**config.mk**
```make
export PLATFORM = sky130hd
export DESIGN_NAME = ccd_decoder
export DESIGN_NICKNAME = d
export VERILOG_FILES = /design/src/include/ccd_pkg.sv /design/src/design/ccd_chan_table.sv /design/src/design/ccd_decoder.sv
export SDC_FILE = /design/constraint.sdc
export NUM_CORES = 1
export LEC_CHECK = 0
export BUFFER_PORTS_ARGS = -buffer_cell sky130_fd_sc_hd__buf_2
export CAP_MARGIN = 25
export CORE_ASPECT_RATIO = 0.8
export CORE_MARGIN = 3
export CORE_UTILIZATION = 41
export CTS_BUF_LIST = sky130_fd_sc_hd__clkbuf_16
export DETAILED_ROUTE_END_ITERATION = 8
export GPL_TIMING_DRIVEN = 1
export PLACE_DENSITY = 0.71
export SKIP_CTS_REPAIR_TIMING = 1
export SYNTH_ARGS = -nofsm -noshare
export SYNTH_HDL_FRONTEND = slang
export SYNTH_SLANG_ARGS = --single-unit
export TNS_END_PERCENT = 50
```
**constraint.sdc**
```tcl
create_clock -name clk_i -period 8.5 [get_ports clk_i]
set_input_delay 0.425 -clock clk_i [delete_from_list [all_inputs] [get_ports clk_i]]
set_output_delay 0.425 -clock clk_i [all_outputs]
set_load 0.02 [all_outputs]
```
**src/include/ccd_pkg.sv**
```systemverilog
// Functional notes
// RULE1: All-ones channel id reserved for management only
// RULE2: Channel id is process id plus endpoint id
// RULE3: Top two function bits choose request category
// RULE4: Decode write, read, open, close; rest reserved (the code also decodes 0x80-0xBF as service and dispatches it)
// RULE5: Write request fetches initiator buffer by reads
// RULE6: Initiator sets write direction bit zero
// RULE7: Write tag marks out-of-band data, carried along
// RULE8: Write sequence tags ascend modulo 0x80 per channel
// RULE9: Read request stores buffer by writes; tag ignored
// RULE10: Initiator sets read direction bit one
// RULE11: Read sequence tags ascend modulo 0x80 separately
// RULE12: No open while open or close outstanding
// RULE13: No close while open or close outstanding
// RULE14: Open takes channel identity from open fields
// RULE15: Notice permission bit gates unsolicited data notices
// RULE16: Close shuts the channel its fields name
// RULE17: Management requests ignore buffer, direction, tag, sequence
// RULE18: Reserved codes unsupported, never dispatched (the code dispatches 0x80-0xBF as service)
// RULE19: Writes to write queue, reads to read queue
// RULE20: Open reply reports write and read queue entries
// RULE21: Initiator keeps outstanding within reported depth
package ccd_pkg;

    // =====================================================
    // Function codes and categories
    localparam logic [7:0] CCD_FN_WRITE       = 8'h00;
    localparam logic [7:0] CCD_FN_READ        = 8'h40;
    localparam logic [7:0] CCD_FN_OPEN        = 8'hC1;
    localparam logic [7:0] CCD_FN_CLOSE       = 8'hC2;
    localparam logic [1:0] CCD_CAT_WRITE      = 2'h0;
    localparam logic [1:0] CCD_CAT_READ       = 2'h1;
    localparam logic [1:0] CCD_CAT_SERVICE    = 2'h2;
    localparam logic [1:0] CCD_CAT_MGMT       = 2'h3;

    // =====================================================
    // Identifiers and sequence
    localparam logic [15:0] CCD_MGMT_CHANNEL  = 16'hFFFF;
    localparam logic [6:0]  CCD_SEQ_RESET     = 7'h00;
    localparam int          CCD_SEQ_W         = 7;
    localparam int          CCD_NUM_CH        = 4;

    // =====================================================
    // Result codes
    typedef enum logic [2:0] {
        CCD_RES_NONE     = 3'h0,
        CCD_RES_WRITE    = 3'h1,
        CCD_RES_READ     = 3'h2,
        CCD_RES_SERVICE  = 3'h3,
        CCD_RES_OPEN     = 3'h4,
        CCD_RES_CLOSE    = 3'h5,
        CCD_RES_RESERVED = 3'h6,
        CCD_RES_BADCHAN  = 3'h7
    } ccd_result_t;

    // =====================================================
    // APB register map
    localparam logic [11:0] CCD_REG_CTRL      = 12'h000;
    localparam logic [11:0] CCD_REG_STATUS    = 12'h004;
    localparam logic [11:0] CCD_REG_DEPTH     = 12'h008;
    localparam logic [11:0] CCD_REG_CHAN_BASE = 12'h010;
    localparam logic [31:0] CCD_CTRL_RESET    = 32'h0000_0001;

    typedef enum logic [1:0] {
        CCD_ST_IDLE = 2'b00,
        CCD_ST_EVAL = 2'b01,
        CCD_ST_DONE = 2'b11
    } ccd_state_t;

    function automatic logic [1:0] ccd_category(input logic [7:0] fn);
        return fn[7:6];
    endfunction

endpackage

```
**src/design/ccd_chan_table.sv**
```systemverilog
`timescale 1ns/1ps
module ccd_chan_table
    import ccd_pkg::*;
#(
    parameter int NUM_CH = CCD_NUM_CH,
    parameter int AW     = 2
) (
    // Clock and reset
    input  wire logic          clk_i,
    input  wire logic          reset_n_i,
    // Write port
    input  wire logic          we_i,
    input  wire logic [AW-1:0] waddr_i,
    input  wire logic [17:0]   wdata_i,
    // Read port
    input  wire logic [AW-1:0] raddr_i,
    output logic      [17:0]   rdata_o
);
    // Entry: [17] valid, [16] notice permit, [15:0] channel id
    logic [17:0] mem_q [NUM_CH];

    always_ff @(posedge clk_i) begin
        if (!reset_n_i) begin
            for (int i = 0; i < NUM_CH; i++) begin
                mem_q[i] <= 18'h0_0000;
            end
        end else if (we_i) begin
            mem_q[waddr_i] <= wdata_i;
        end
    end

    always_ff @(posedge clk_i) begin
        if (!reset_n_i) begin
            rdata_o <= 18'h0_0000;
        end else begin
            rdata_o <= mem_q[raddr_i];
        end
    end
endmodule

```
**src/design/ccd_decoder.sv**
```systemverilog
`timescale 1ns/1ps
module ccd_decoder
    import ccd_pkg::*;
#(
    parameter int          NUM_CH     = CCD_NUM_CH,
    parameter logic [15:0] WQ_ENTRIES = 16'h0008,
    parameter logic [15:0] RQ_ENTRIES = 16'h0008
) (
    // Clock and reset
    input  wire logic        clk_i,
    input  wire logic        reset_n_i,
    // APB slave
    input  wire logic        psel_i,
    input  wire logic        penable_i,
    input  wire logic        pwrite_i,
    input  wire logic [11:0] paddr_i,
    input  wire logic [31:0] pwdata_i,
    output logic      [31:0] prdata_o,
    output logic             pready_o,
    output logic             pslverr_o,
    // Request block fields
    input  wire logic        req_valid_i,
    input  wire logic [7:0]  function_code_i,
    input  wire logic [7:0]  initiator_process_id_i,
    input  wire logic [7:0]  target_endpoint_id_i,
    input  wire logic [6:0]  buffer_sequence_tag_i,
    input  wire logic        direction_i,
    input  wire logic        tag_i,
    input  wire logic [15:0] data_size_i,
    input  wire logic [7:0]  mgmt_process_id_i,
    input  wire logic [7:0]  mgmt_endpoint_id_i,
    input  wire logic        notice_permit_i,
    input  wire logic        data_notice_req_i,
    output logic             req_ready_o,
    // Dispatch
    output logic             write_dispatch_o,
    output logic             read_dispatch_o,
    output logic             service_dispatch_o,
    output logic             fetch_by_read_o,
    output logic             store_by_write_o,
    output logic             out_of_band_o,
    output logic [6:0]       dispatch_seq_o,
    output logic [15:0]      dispatch_channel_o,
    // Management reply
    output logic             mgmt_reply_o,
    output logic [15:0]      reply_channel_o,
    output logic [15:0]      write_queue_entries_o,
    output logic [15:0]      read_queue_entries_o,
    output logic             pending_data_notice_o,
    output logic [2:0]       result_o
);
    localparam int AW = $clog2(NUM_CH);

    // =====================================================
    // Request capture and state
    ccd_state_t  state_q;
    logic [7:0]  fn_q;
    logic [15:0] chan_q;
    logic [15:0] mgmt_q;
    logic [6:0]  seq_q;
    logic        dir_q;
    logic        tag_q;
    logic        permit_q;
    logic        notice_q;
    logic [AW-1:0] slot_q;
    logic [17:0] tab_rdata;
    logic        tab_we;
    logic [17:0] tab_wdata;
    logic [AW-1:0] tab_waddr;
    logic [31:0] ctrl_q;
    logic [31:0] stat_count_q;
    ccd_result_t res_d;
    logic        hit;
    logic [AW-1:0] hit_idx;
    logic [AW-1:0] free_idx;
    logic        free_ok;
    logic [17:0] ent [NUM_CH];

    // Shadow copy of table valid/permit/id for single-cycle lookup
    always_ff @(posedge clk_i) begin
        if (!reset_n_i) begin
            for (int i = 0; i < NUM_CH; i++) begin
                ent[i] <= 18'h0_0000;
            end
        end else if (tab_we) begin
            ent[tab_waddr] <= tab_wdata;
        end
    end

    ccd_chan_table #(.NUM_CH(NUM_CH), .AW(AW)) u_table (
        .clk_i     (clk_i),
        .reset_n_i (reset_n_i),
        .we_i      (tab_we),
        .waddr_i   (tab_waddr),
        .wdata_i   (tab_wdata),
        .raddr_i   (slot_q),
        .rdata_o   (tab_rdata)
    );

    always_ff @(posedge clk_i) begin
        if (!reset_n_i) begin
            state_q  <= CCD_ST_IDLE;
            fn_q     <= 8'h00;
            chan_q   <= 16'h0000;
            mgmt_q   <= 16'h0000;
            seq_q    <= CCD_SEQ_RESET;
            dir_q    <= 1'b0;
            tag_q    <= 1'b0;
            permit_q <= 1'b0;
            notice_q <= 1'b0;
        end else begin
            case (state_q)
                CCD_ST_IDLE: begin
                    if (req_valid_i && ctrl_q[0]) begin
                        fn_q     <= function_code_i;
                        chan_q   <= {initiator_process_id_i, target_endpoint_id_i}; // RULE2
                        mgmt_q   <= {mgmt_process_id_i, mgmt_endpoint_id_i};
                        seq_q    <= buffer_sequence_tag_i;
                        dir_q    <= direction_i;
                        tag_q    <= tag_i;
                        permit_q <= notice_permit_i;
                        notice_q <= data_notice_req_i;
                        state_q  <= CCD_ST_EVAL;
                    end
                end
                CCD_ST_EVAL: state_q <= CCD_ST_DONE;
                CCD_ST_DONE: state_q <= CCD_ST_IDLE;
                default:     state_q <= CCD_ST_IDLE;
            endcase
        end
    end

    // =====================================================
    // Channel lookup
    always_comb begin
        hit      = 1'b0;
        hit_idx  = '0;
        free_ok  = 1'b0;
        free_idx = '0;
        for (int i = NUM_CH - 1; i >= 0; i--) begin
            if (ent[i][17] && ent[i][15:0] == (fn_q[7:6] == CCD_CAT_MGMT ? mgmt_q : chan_q)) begin
                hit     = 1'b1;
                hit_idx = AW'(i);
            end
            if (!ent[i][17]) begin
                free_ok  = 1'b1;
                free_idx = AW'(i);
            end
        end
    end

    // =====================================================
    // Classification
    always_comb begin
        res_d     = CCD_RES_RESERVED;
        tab_we    = 1'b0;
        tab_waddr = '0;
        tab_wdata = 18'h0_0000;
        case (ccd_category(fn_q)) // RULE3
            CCD_CAT_WRITE: begin
                if (fn_q != CCD_FN_WRITE) res_d = CCD_RES_RESERVED; // RULE18
                else if (!hit || chan_q == CCD_MGMT_CHANNEL) res_d = CCD_RES_BADCHAN; // RULE1
                else res_d = CCD_RES_WRITE; // RULE4
            end
            CCD_CAT_READ: begin
                if (fn_q != CCD_FN_READ) res_d = CCD_RES_RESERVED; // RULE18
                else if (!hit || chan_q == CCD_MGMT_CHANNEL) res_d = CCD_RES_BADCHAN; // RULE1
                else res_d = CCD_RES_READ; // RULE4
            end
            CCD_CAT_SERVICE: res_d = CCD_RES_SERVICE;
            default: begin
                // Management: buffer, direction, tag and sequence fields unused
                if (chan_q != CCD_MGMT_CHANNEL) begin
                    res_d = CCD_RES_BADCHAN; // RULE1
                end else if (fn_q == CCD_FN_OPEN) begin
                    if (mgmt_q == CCD_MGMT_CHANNEL || (!hit && !free_ok)) begin
                        res_d = CCD_RES_BADCHAN; // RULE1
                    end else begin
                        res_d     = CCD_RES_OPEN;
                        tab_we    = (state_q == CCD_ST_EVAL);
                        tab_waddr = hit ? hit_idx : free_idx;
                        tab_wdata = {1'b1, permit_q, mgmt_q}; // RULE14
                    end
                end else if (fn_q == CCD_FN_CLOSE) begin
                    if (!hit) res_d = CCD_RES_BADCHAN;
                    else begin
                        res_d     = CCD_RES_CLOSE;
                        tab_we    = (state_q == CCD_ST_EVAL);
                        tab_waddr = hit_idx;
                        tab_wdata = 18'h0_0000; // RULE16
                    end
                end else begin
                    res_d = CCD_RES_RESERVED; // RULE18
                end
            end
        endcase
    end

    always_ff @(posedge clk_i) begin
        if (!reset_n_i) begin
            slot_q <= '0;
        end else if (state_q == CCD_ST_EVAL) begin
            slot_q <= tab_we ? tab_waddr : hit_idx;
        end
    end

    // =====================================================
    // Dispatch outputs
    always_ff @(posedge clk_i) begin
        if (!reset_n_i) begin
            write_dispatch_o      <= 1'b0;
            read_dispatch_o       <= 1'b0;
            service_dispatch_o    <= 1'b0;
            fetch_by_read_o       <= 1'b0;
            store_by_write_o      <= 1'b0;
            out_of_band_o         <= 1'b0;
            dispatch_seq_o        <= CCD_SEQ_RESET;
            dispatch_channel_o    <= 16'h0000;
            mgmt_reply_o          <= 1'b0;
            reply_channel_o       <= 16'h0000;
            write_queue_entries_o <= 16'h0000;
            read_queue_entries_o  <= 16'h0000;
            pending_data_notice_o <= 1'b0;
            result_o              <= CCD_RES_NONE;
            req_ready_o           <= 1'b0;
        end else begin
            write_dispatch_o      <= 1'b0;
            read_dispatch_o       <= 1'b0;
            service_dispatch_o    <= 1'b0;
            mgmt_reply_o          <= 1'b0;
            pending_data_notice_o <= 1'b0;
            req_ready_o           <= (state_q == CCD_ST_IDLE) && ctrl_q[0] && !req_valid_i;
            if (state_q == CCD_ST_EVAL) begin
                result_o           <= res_d;
                dispatch_seq_o     <= seq_q;
                dispatch_channel_o <= chan_q;
                write_dispatch_o   <= (res_d == CCD_RES_WRITE); // RULE19
                read_dispatch_o    <= (res_d == CCD_RES_READ); // RULE19
                service_dispatch_o <= (res_d == CCD_RES_SERVICE);
                fetch_by_read_o    <= (res_d == CCD_RES_WRITE); // RULE5
                store_by_write_o   <= (res_d == CCD_RES_READ); // RULE9
                out_of_band_o      <= (res_d == CCD_RES_WRITE) && tag_q; // RULE7
                mgmt_reply_o       <= (res_d == CCD_RES_OPEN) || (res_d == CCD_RES_CLOSE);
                reply_channel_o    <= mgmt_q;
                write_queue_entries_o <= (res_d == CCD_RES_OPEN) ? WQ_ENTRIES : 16'h0000; // RULE20
                read_queue_entries_o  <= (res_d == CCD_RES_OPEN) ? RQ_ENTRIES : 16'h0000; // RULE20
                // Notice only for an open channel whose permit bit is set
                pending_data_notice_o <= notice_q && hit && ent[hit_idx][16]
                                         && (res_d == CCD_RES_READ || res_d == CCD_RES_WRITE); // RULE15
            end
        end
    end

    // =====================================================
    // APB slave
    always_ff @(posedge clk_i) begin
        if (!reset_n_i) begin
            ctrl_q       <= CCD_CTRL_RESET;
            stat_count_q <= 32'h0000_0000;
            prdata_o     <= 32'h0000_0000;
            pready_o     <= 1'b0;
            pslverr_o    <= 1'b0;
        end else begin
            if (state_q == CCD_ST_EVAL) begin
                stat_count_q <= stat_count_q + 32'h0000_0001;
            end
            pready_o  <= psel_i && !penable_i;
            pslverr_o <= 1'b0;
            if (psel_i && penable_i && pready_o && pwrite_i && paddr_i == CCD_REG_CTRL) begin
                ctrl_q <= {31'h0, pwdata_i[0]};
            end
            if (psel_i && !penable_i) begin
                prdata_o <= 32'h0000_0000;
                if (paddr_i == CCD_REG_CTRL) begin
                    if (!pwrite_i) prdata_o <= ctrl_q;
                end else if (paddr_i == CCD_REG_STATUS) begin
                    if (!pwrite_i) prdata_o <= {stat_count_q[23:0], 2'h0, tab_rdata[17],
                                                state_q == CCD_ST_IDLE, 1'b0, result_o};
                end else if (paddr_i == CCD_REG_DEPTH) begin
                    if (!pwrite_i) prdata_o <= {RQ_ENTRIES, WQ_ENTRIES};
                end else if (paddr_i >= CCD_REG_CHAN_BASE
                             && paddr_i < CCD_REG_CHAN_BASE + 12'(4 * NUM_CH)) begin
                    if (!pwrite_i) prdata_o <= {14'h0, ent[paddr_i[AW+1:2]]};
                end else begin
                    pslverr_o <= 1'b1;
                end
            end
        end
    end
endmodule

```
# Yosys cells after proc, flatten, opt, wreduce, memory -nomap -nowiden
# Memories as Yosys holds them, arrays and structs flattened. A register that Yosys moved wholly into a read port is not among the register bits.
# Cells that the tools add are included.
# totals
regBits,188
ram_bits,144
input_bits,117
output_inout_bits,117
elab_cells,161
memories,2
# op_classes
add_sub_neg,1
n_lt_le_gt_ge,2
eq_ne,22
n_mux,67
n_bitwise,2
reduce_logical,37
# memory_table
name,words,word_bits,read_ports,rd_clocked_by_memory_dff,wr,line,text
ent,4,18,6,0,4,ccd_decoder.sv:77,logic [17:0] ent [NUM_CH];
u_table.mem_q,4,18,1,1,4,ccd_chan_table.sv:20,logic [17:0] mem_q [NUM_CH];
# op_table
op,count
$mux W18,8
$mux W32,4
$eq A16 B16 Y1,4
$mux W2,21
$reduce_or A18 Y1,2
$add A32 B1 Y32 const B,1
$eq A16 B16 Y1 const B,2
$mux W1,22
$mux W3,7
$mux W20,1
$logic_and A1 B1 Y1,18
$eq A8 B8 Y1 const B,2
$mux W16,1
$ne A16 B16 Y1 const B,1
$eq A12 B3 Y1 const B,1
$eq A12 B4 Y1 const B,1
$ge A12 B5 Y1 const B,1
$logic_not A12 Y1,1
$lt A12 B6 Y1 const B,1
$pmux W3 S3,1
$ne A8 B7 Y1 const B,1
$reduce_bool A8 Y1,1
$eq A3 B2 Y1 const B,2
$eq A3 B3 Y1 const B,2
other kinds (13),25

# Depth between registers and ports, before layout
# Gate-level depths: netlist of the first run.
# logic_depth
depth_word,20
mapped_depth,14
depth_no_buf,11

# By module
# A second synthesis of the first run with hierarchy kept.
# hier_totals
hier_cells,1451
area_unflattened_um2,14984.4
# modules_own_cells
mod,instances,cells_each,area_each_um2,seq_area_each_um2
ccd_decoder,1,1207,11305.8,5465.2
ccd_chan_table,1,244,3678.5,2522.4

# Worst setup path before layout of the first run
# OpenSTA, ideal clock, no wires.
# synth_path
path_type,register -> register
from,register fn_q[6]
to,memory u_table.mem_q[2][0] (enable)
setup_time_ps,418
arrival_time_ps,4061
required_ps,8082
setup_slack_ps,4021
stages_incl_launch_ff,13
n_path_buf,2
period_less_slack_ps,4479
path_cell_list,dfxtp_1 ha_1 buf_6 mux2i_2 nand3b_1 a2111oi_0 nand4_1 and2_1 or2_2 o21ai_0 nand3_1 clkbuf_1 o21ai_0
# synth_rtl
element,line,text
from (decl),ccd_decoder.sv:57,logic [7:0] fn_q;
from (signal assigned),ccd_decoder.sv:115,fn_q <= function_code_i;
to (decl),ccd_chan_table.sv:20,

==> results of run 1 <==
[cell families (layout without fill, tap and decap cells)]
group                    count (synthesis)  count (layout)  synth area share
adder cells (fa/ha/maj)                  6               6           0.00665
AND/OR/NAND/NOR                        509             509             0.218
flip-flops                             238             238             0.486
AO/OA/AOI/OAI                          210             210             0.105
other                                    1              30          0.000332
multiplexers                            40              40            0.0714
XOR/XNOR                                82              82            0.0636
buffers and inverters                  109             224            0.0495
[how the worst max path moves through the flow]
stage	startpoint	end	slack, ns	cells past startpoint
2_1_floorplan	fn_q[6]	u_table.mem_q[2][0]	4.02	12
3_3_place_gp	fn_q[6]	ent[0][8]	2.69	11
3_5_place_dp	fn_q[6]	ent[0][8]	2.56	11
4_1_cts	fn_q[6]	ent[0][15]	2.54	11
5_1_grt	fn_q[6]	ent[0][13]	2.49	12
6_report	fn_q[6]	ent[0][13]	2.70	12
[registers in the layout, summed over array words and instances, names as in the netlist, 2 cells and up]
register            flops
dispatch_channel_o     16
reply_channel_o        16
u_table.mem_q          36
stat_count_q           24
fn_q                    8
mgmt_q                 16
result_o                3
slot_q                  2
dispatch_seq_o          7
prdata_o               32
state_q                 2
ent                    36
seq_q                   7
chan_q                 16
[cell usage after synthesis, types with 6 or more instances]
cell type and instances:
nand2_1 231, dfxtp_1 166, a21oi_1 152, edfxtp_1 72
xnor2_1 68, nor2_1 64, and2_1 58, clkbuf_1 50
buf_4 32, nor4_1 29, nand4_1 21, nand3_1 20
mux4_2 19, nor3b_1 18, a22oi_1 16, nor3_1 14
o21ai_0 14, xor2_1 14, mux2i_4 12, nand2b_1 12
and3_1 11, inv_1 11, nand3b_1 10, buf_1 9
ha_1 6, or3_1 6
[metrics by stage]
stage	hold slack, ns	power (mW)	cells	cell area, um2	setup slack (ns)
floorplan	0.431	1.46	1224	11400	4.02
global placement	0.437	1.55	1648	12200	2.69
CTS	0.117	2.52	1693	13000	2.54
global route	0.130	2.60	1696	13000	2.49
finish	0.136	2.51	1696	13000	2.70
detailed placement	0.444	1.56	1651	12300	2.56
[power groups by stage]
stage               Clock, mW  Sequential [mW]  Combinational (mW)
floorplan                   0             1.27               0.188
global placement            0             1.28               0.268
detailed placement          0             1.28               0.272
CTS                     0.991             1.26               0.273
global route             1.04             1.26               0.298
finish                  0.979             1.26               0.276
[layout make-up]
class	instances	area, um2
Sequential cell	238	5490
Inverter	12	47.5
Clock inverter	18	108
Fill cell	2526	13600
Multi-Input combinational cell	877	5390
Tap cell	357	447
Timing Repair Buffer	170	932
Clock buffer	24	601
[per-layer routing]
metal,wire (um),global-route usage,vias to the layer above,part of all wire
met4,687,0.0486,0,0.021
met2,14300,0.321,346,0.45
met1,14400,0.296,4381,0.45
li1,-,-,4356,-
met5,0,0,-,0
met3,2590,0.0392,52,0.081
==> flow_summary.toml, run 1 <==
[die]
start_util = 0.423
die_h_um = 154
core_area_mm2 = 0.0267
die_area_mm2 = 0.0296
die-width_um = 192
rows = 53
ios = 234

[logic_synthesis]
synthTopCellsByArea = "dfxtp_1, edfxtp_1, nand2_1"
yosys.area.top_type_share = 0.294
synth_warnings = 0
synthArstFlopShare = 0
synth.largest_area_cell = "dfxtp_1"
synth_cells = 1195
synth.distinct_cells = 59
netlist_area_mm2 = 0.0113
ys_ff_latch = 238
seq_area_frac_synth = 0.486
synth-edff-count = 72
dominantRegCellSynth = "dfxtp_1"
avgSynthCellArea_um2 = 9.45

[placement]
hpwlAfterDp_um = 23100
io_buffer_count = 155
gp_congestion = 0.986

[clock_network]
worstSkewPairLatency_ns = 0.52
cts_tree = "built"
clockRootBuffer = "clkbuf_16"
numCtsBuffers = 23
cts_sinks = 238
max-clock-path-buffers = 3
clk_pin_slew_worst_paths_ns = 0.06
htreeDepth = 1

[timing]
worst_pin_slew_ns = 1.09
fmax_mhz = 173
rsz0062_at_grt = "no"
setup_viol = 0
final_hold_viol_count = 0
finalMaxSlewViolations = 0
skew_ns = 0.0165
period_share = 0.682
max_slew_margin = 0.267
finalSetupTns_ns = 0
period_minus_slack_ns = 5.80

[critical_path]
worstPathCellList = "ha_2 -> buf_4 -> mux2i_2 -> xnor2_1 -> a2111oi_0 -> nand4_1 -> nand4_2 -> o21ai_2 -> a2111o_1 -> and3b_1 -> nand2b_1 -> buf_8"
reg2reg_slack_ns = 2.70
regToRegStartpoint = "fn_q[6]"
slowest_stage = "and3b_1"
crit_required_ns = 8.72
cpPeakStageDelay_ns = 0.78
cp.arrival_ns = 6.02
cp_top_family = "simple AND/OR/NAND/NOR gates"
reg2reg_depth = 12
cp_max_fo = 19
criticalPathCategory = "reg -> reg"
r2r-end = "ent[0][13]"
cp-end-kind = "register"
crit_buf_inv = 2
startpoint_type = "register"

[detailed_routing]
drcViolationCount = 0
detailedRoute.firstPassIterationCount = 5
vias_per_cell = 5.39
wl_per_cell_um = 18.8
routed_wl_um = 32000
first_iter_violations = 696
postRouteAntennaNets = 0
num_vias = 9135

[global_route]
grt_start_max_net_pins = 96
antenna_found_initial = 0
grt_overflow = 0
grt_pass1_wl_um = 47900
grtUsageTotal = 0.206
grt_pass1_vias = 8493

[power]
powerDensity_mw_per_mm2 = 193
ir_drop_mv = 0.128
netSwitchingFraction = 0.263
p_comb_frac = 0.110
clkPwrFrac = 0.390
p_int_mw = 1.85
seq_power_share = 0.501
leakagePower_nw = 4.82
p_sw_mw = 0.661

[worst_hold_path]
hold_start = "req_valid_i"
whs_path_depth = 2
hold_end = "req_ready_o"
hp-class = "in -> reg"

[run]
cap_violations = 0

[final_layout]
antenna_cells = 0
drive_gt1_frac = 0.191
final_common_cell = "nand2_1"
area_growth_pct = 15.2
finalNetCount = 1445
fin_util = 0.488
final_cell_mix = "nand2_1, dfxtp_1, buf_2, a21oi_1, edfxtp_1"

[run_status]
status = "finished clean"
No activity file was read; power rests on OpenSTA's default activity.
==> run 2: changes to the inputs <==
Clock period 8.5 ns to 5.5 ns, I/O delays scaled along.
==> run 2 against run 1 <==
Compared with the run above:
- the flow now finishes with violations (hold timing)
- combinational power rose by 56%
- global-route usage increased by 1.0 points
- maximum frequency is 27% higher
- clock power grew 58%
- via count is 1.5% higher
- wire length is 1.8% higher
- final cell count up 0.88%
- largest cell class unchanged
- highest routed layer unchanged
==> flow_summary.toml, run 2 (same netlist as run 1, synthesis figures left out) <==
[run_status]
status = "finished, violations left"
violations = "hold timing"

[final_layout]
design_area_mm2 = 0.0131
instances_no_fill = 1711
final_common_cell = "nand2_1"
antenna_cells = 0
final_cell_mix = "nand2_1, dfxtp_1, buf_2, a21oi_1, edfxtp_1"
drive_gt1_frac = 0.196
num-fill-cells = 2483
finalNetCount = 1459
biggestRegsByFlops = "ent (36), u_table.mem_q (36), prdata_o (32)"
area_growth_pct = 16.3

[timing]
period_minus_slack_ns = 4.57
finalMaxSlewViolations = 0
worst_pin_slew_ns = 1.07
final_hold_viol_count = 6
period_share = 0.831
max_slew_margin = 0.280
fmax_mhz = 219
layout_setup_ws_ns = 0.928
finalSetupTns_ns = 0
rsz0062_at_grt = "no"
setup_viol = 0
holdWs_ns = -0.00672
skew_ns = 0.0104

[critical_path]
cp.arrival_ns = 4.96
crit_path_start = "fn_q[6]"
critical_path.most_common_cell = "buf_4"
cpPeakStageDelay_ns = 0.54
cp_max_fo = 10
worstPathCellList = "ha_2 -> buf_4 -> mux2i_2 -> nand3b_1 -> a2111oi_0 -> nand4_1 -> nand4_2 -> o21ai_2 -> a2111o_1 -> a21oi_2 -> buf_4 -> and2_1"
slowest_stage = "a2111oi_0"
startpoint_type = "register"
crit_buf_inv = 2
cp-end-kind = "register"
cp_top_family = "compound AO/OA/AOI/OAI gates"
criticalPathCategory = "reg -> reg"
crit_required_ns = 5.88
regToRegStartpoint = "fn_q[6]"

[power]
leakagePower_nw = 4.89
ir_drop_mv = 0.192
powerDensity_mw_per_mm2 = 299

[detailed_routing]
first_iter_violations = 781
routed_wl_um = 32500
drcViolationCount = 0
wl_per_cell_um = 19.0
num_vias = 9276
postRouteAntennaNets = 0
vias_per_cell = 5.42
detailedRoute.firstPassIterationCount = 5

[clock_network]
cts_sinks = 238
clk_pin_slew_worst_paths_ns = 0.06
numCtsBuffers = 24
max-clock-path-buffers = 3
worstSkewPairLatency_ns = 0.52
cts_tree = "built"
clockRootBuffer = "clkbuf_16"
htreeDepth = 1

[global_route]
grt_pass1_vias = 9014
grtUsageTotal = 0.216
antenna_found_initial = 1
grt_pass1_wl_um = 50500
grt_start_max_net_pins = 96
grt_overflow = 0

[die]
die-width_um = 192
core_area_mm2 = 0.0267
die_area_mm2 = 0.0296
rows = 53
die_h_um = 154
ios = 234
start_util = 0.423

[placement]
gp_congestion = 0.982
hpwlAfterDp_um = 23600
placed_area_mm2 = 0.0123
io_buffer_count = 155
dpl_worst_slack_ns = 1.03
place_inst = 1658

[run]
cap_violations = 0

[worst_hold_path]
hp-class = "in -> reg"
hold_start = "buffer_sequence_tag_i[3]"
## run 2: power by group
part | switching [mW] | internal [mW]
clock | 0.682 | 0.873
combinational | 0.274 | 0.157
sequential | 0.0741 | 1.87
total | 1.03 | 2.90
## run 2: worst register-to-register path, stage by stage (launching register included)
cell and delay [ns]:
dfxtp_1 0.42, ha_2 0.36, buf_4 0.33, mux2i_2 0.53, nand3b_1 0.14, a2111oi_0 0.54
nand4_1 0.32, nand4_2 0.29, o21ai_2 0.15, a2111o_1 0.44, a21oi_2 0.49, buf_4 0.29
and2_1 0.15
## run 2: worst paths after layout
kind                                 end  slack [ns]  cells past startpoint
setup / recovery              ent[1][16]        0.93                     12
hold / removal                  seq_q[3]      -0.007                      3
hold reg to reg   dispatch_channel_o[10]        0.45                      2
setup reg to reg              ent[1][16]        0.93                     12
## run 2: per-layer routing
metal  GRT usage  part of all wire  vias up
met4      0.0454             0.020        0
met3      0.0462             0.076       46
li1            -                 -     4388
met5           0                 0        -
met2       0.346              0.46      332
met1       0.302              0.45     4510
## run 2: area by class of cell
class                      count  area [um2]  area share
sequential                   238        5490       0.418
inverter                      12        47.5     0.00362
clock inverter                19         119     0.00905
timing repair buffer         183        1030      0.0788
multi-input combinational    877        5370       0.409
clock buffer                  25         626      0.0476
tap                          357         447      0.0340
## run 2: stage by stage
| step | power (mW) | hold WS, ns | util |
|---|---|---|---|
| global placement | 2.39 | 0.435 | 0.460 |
| finish | 3.93 | -0.00672 | 0.493 |
| global route | 4.07 | 0.000168 | 0.493 |
| detailed placement | 2.40 | 0.443 | 0.461 |
| floorplan | 2.26 | 0.347 | - |
| CTS | 3.95 | -0.0311 | 0.489 |
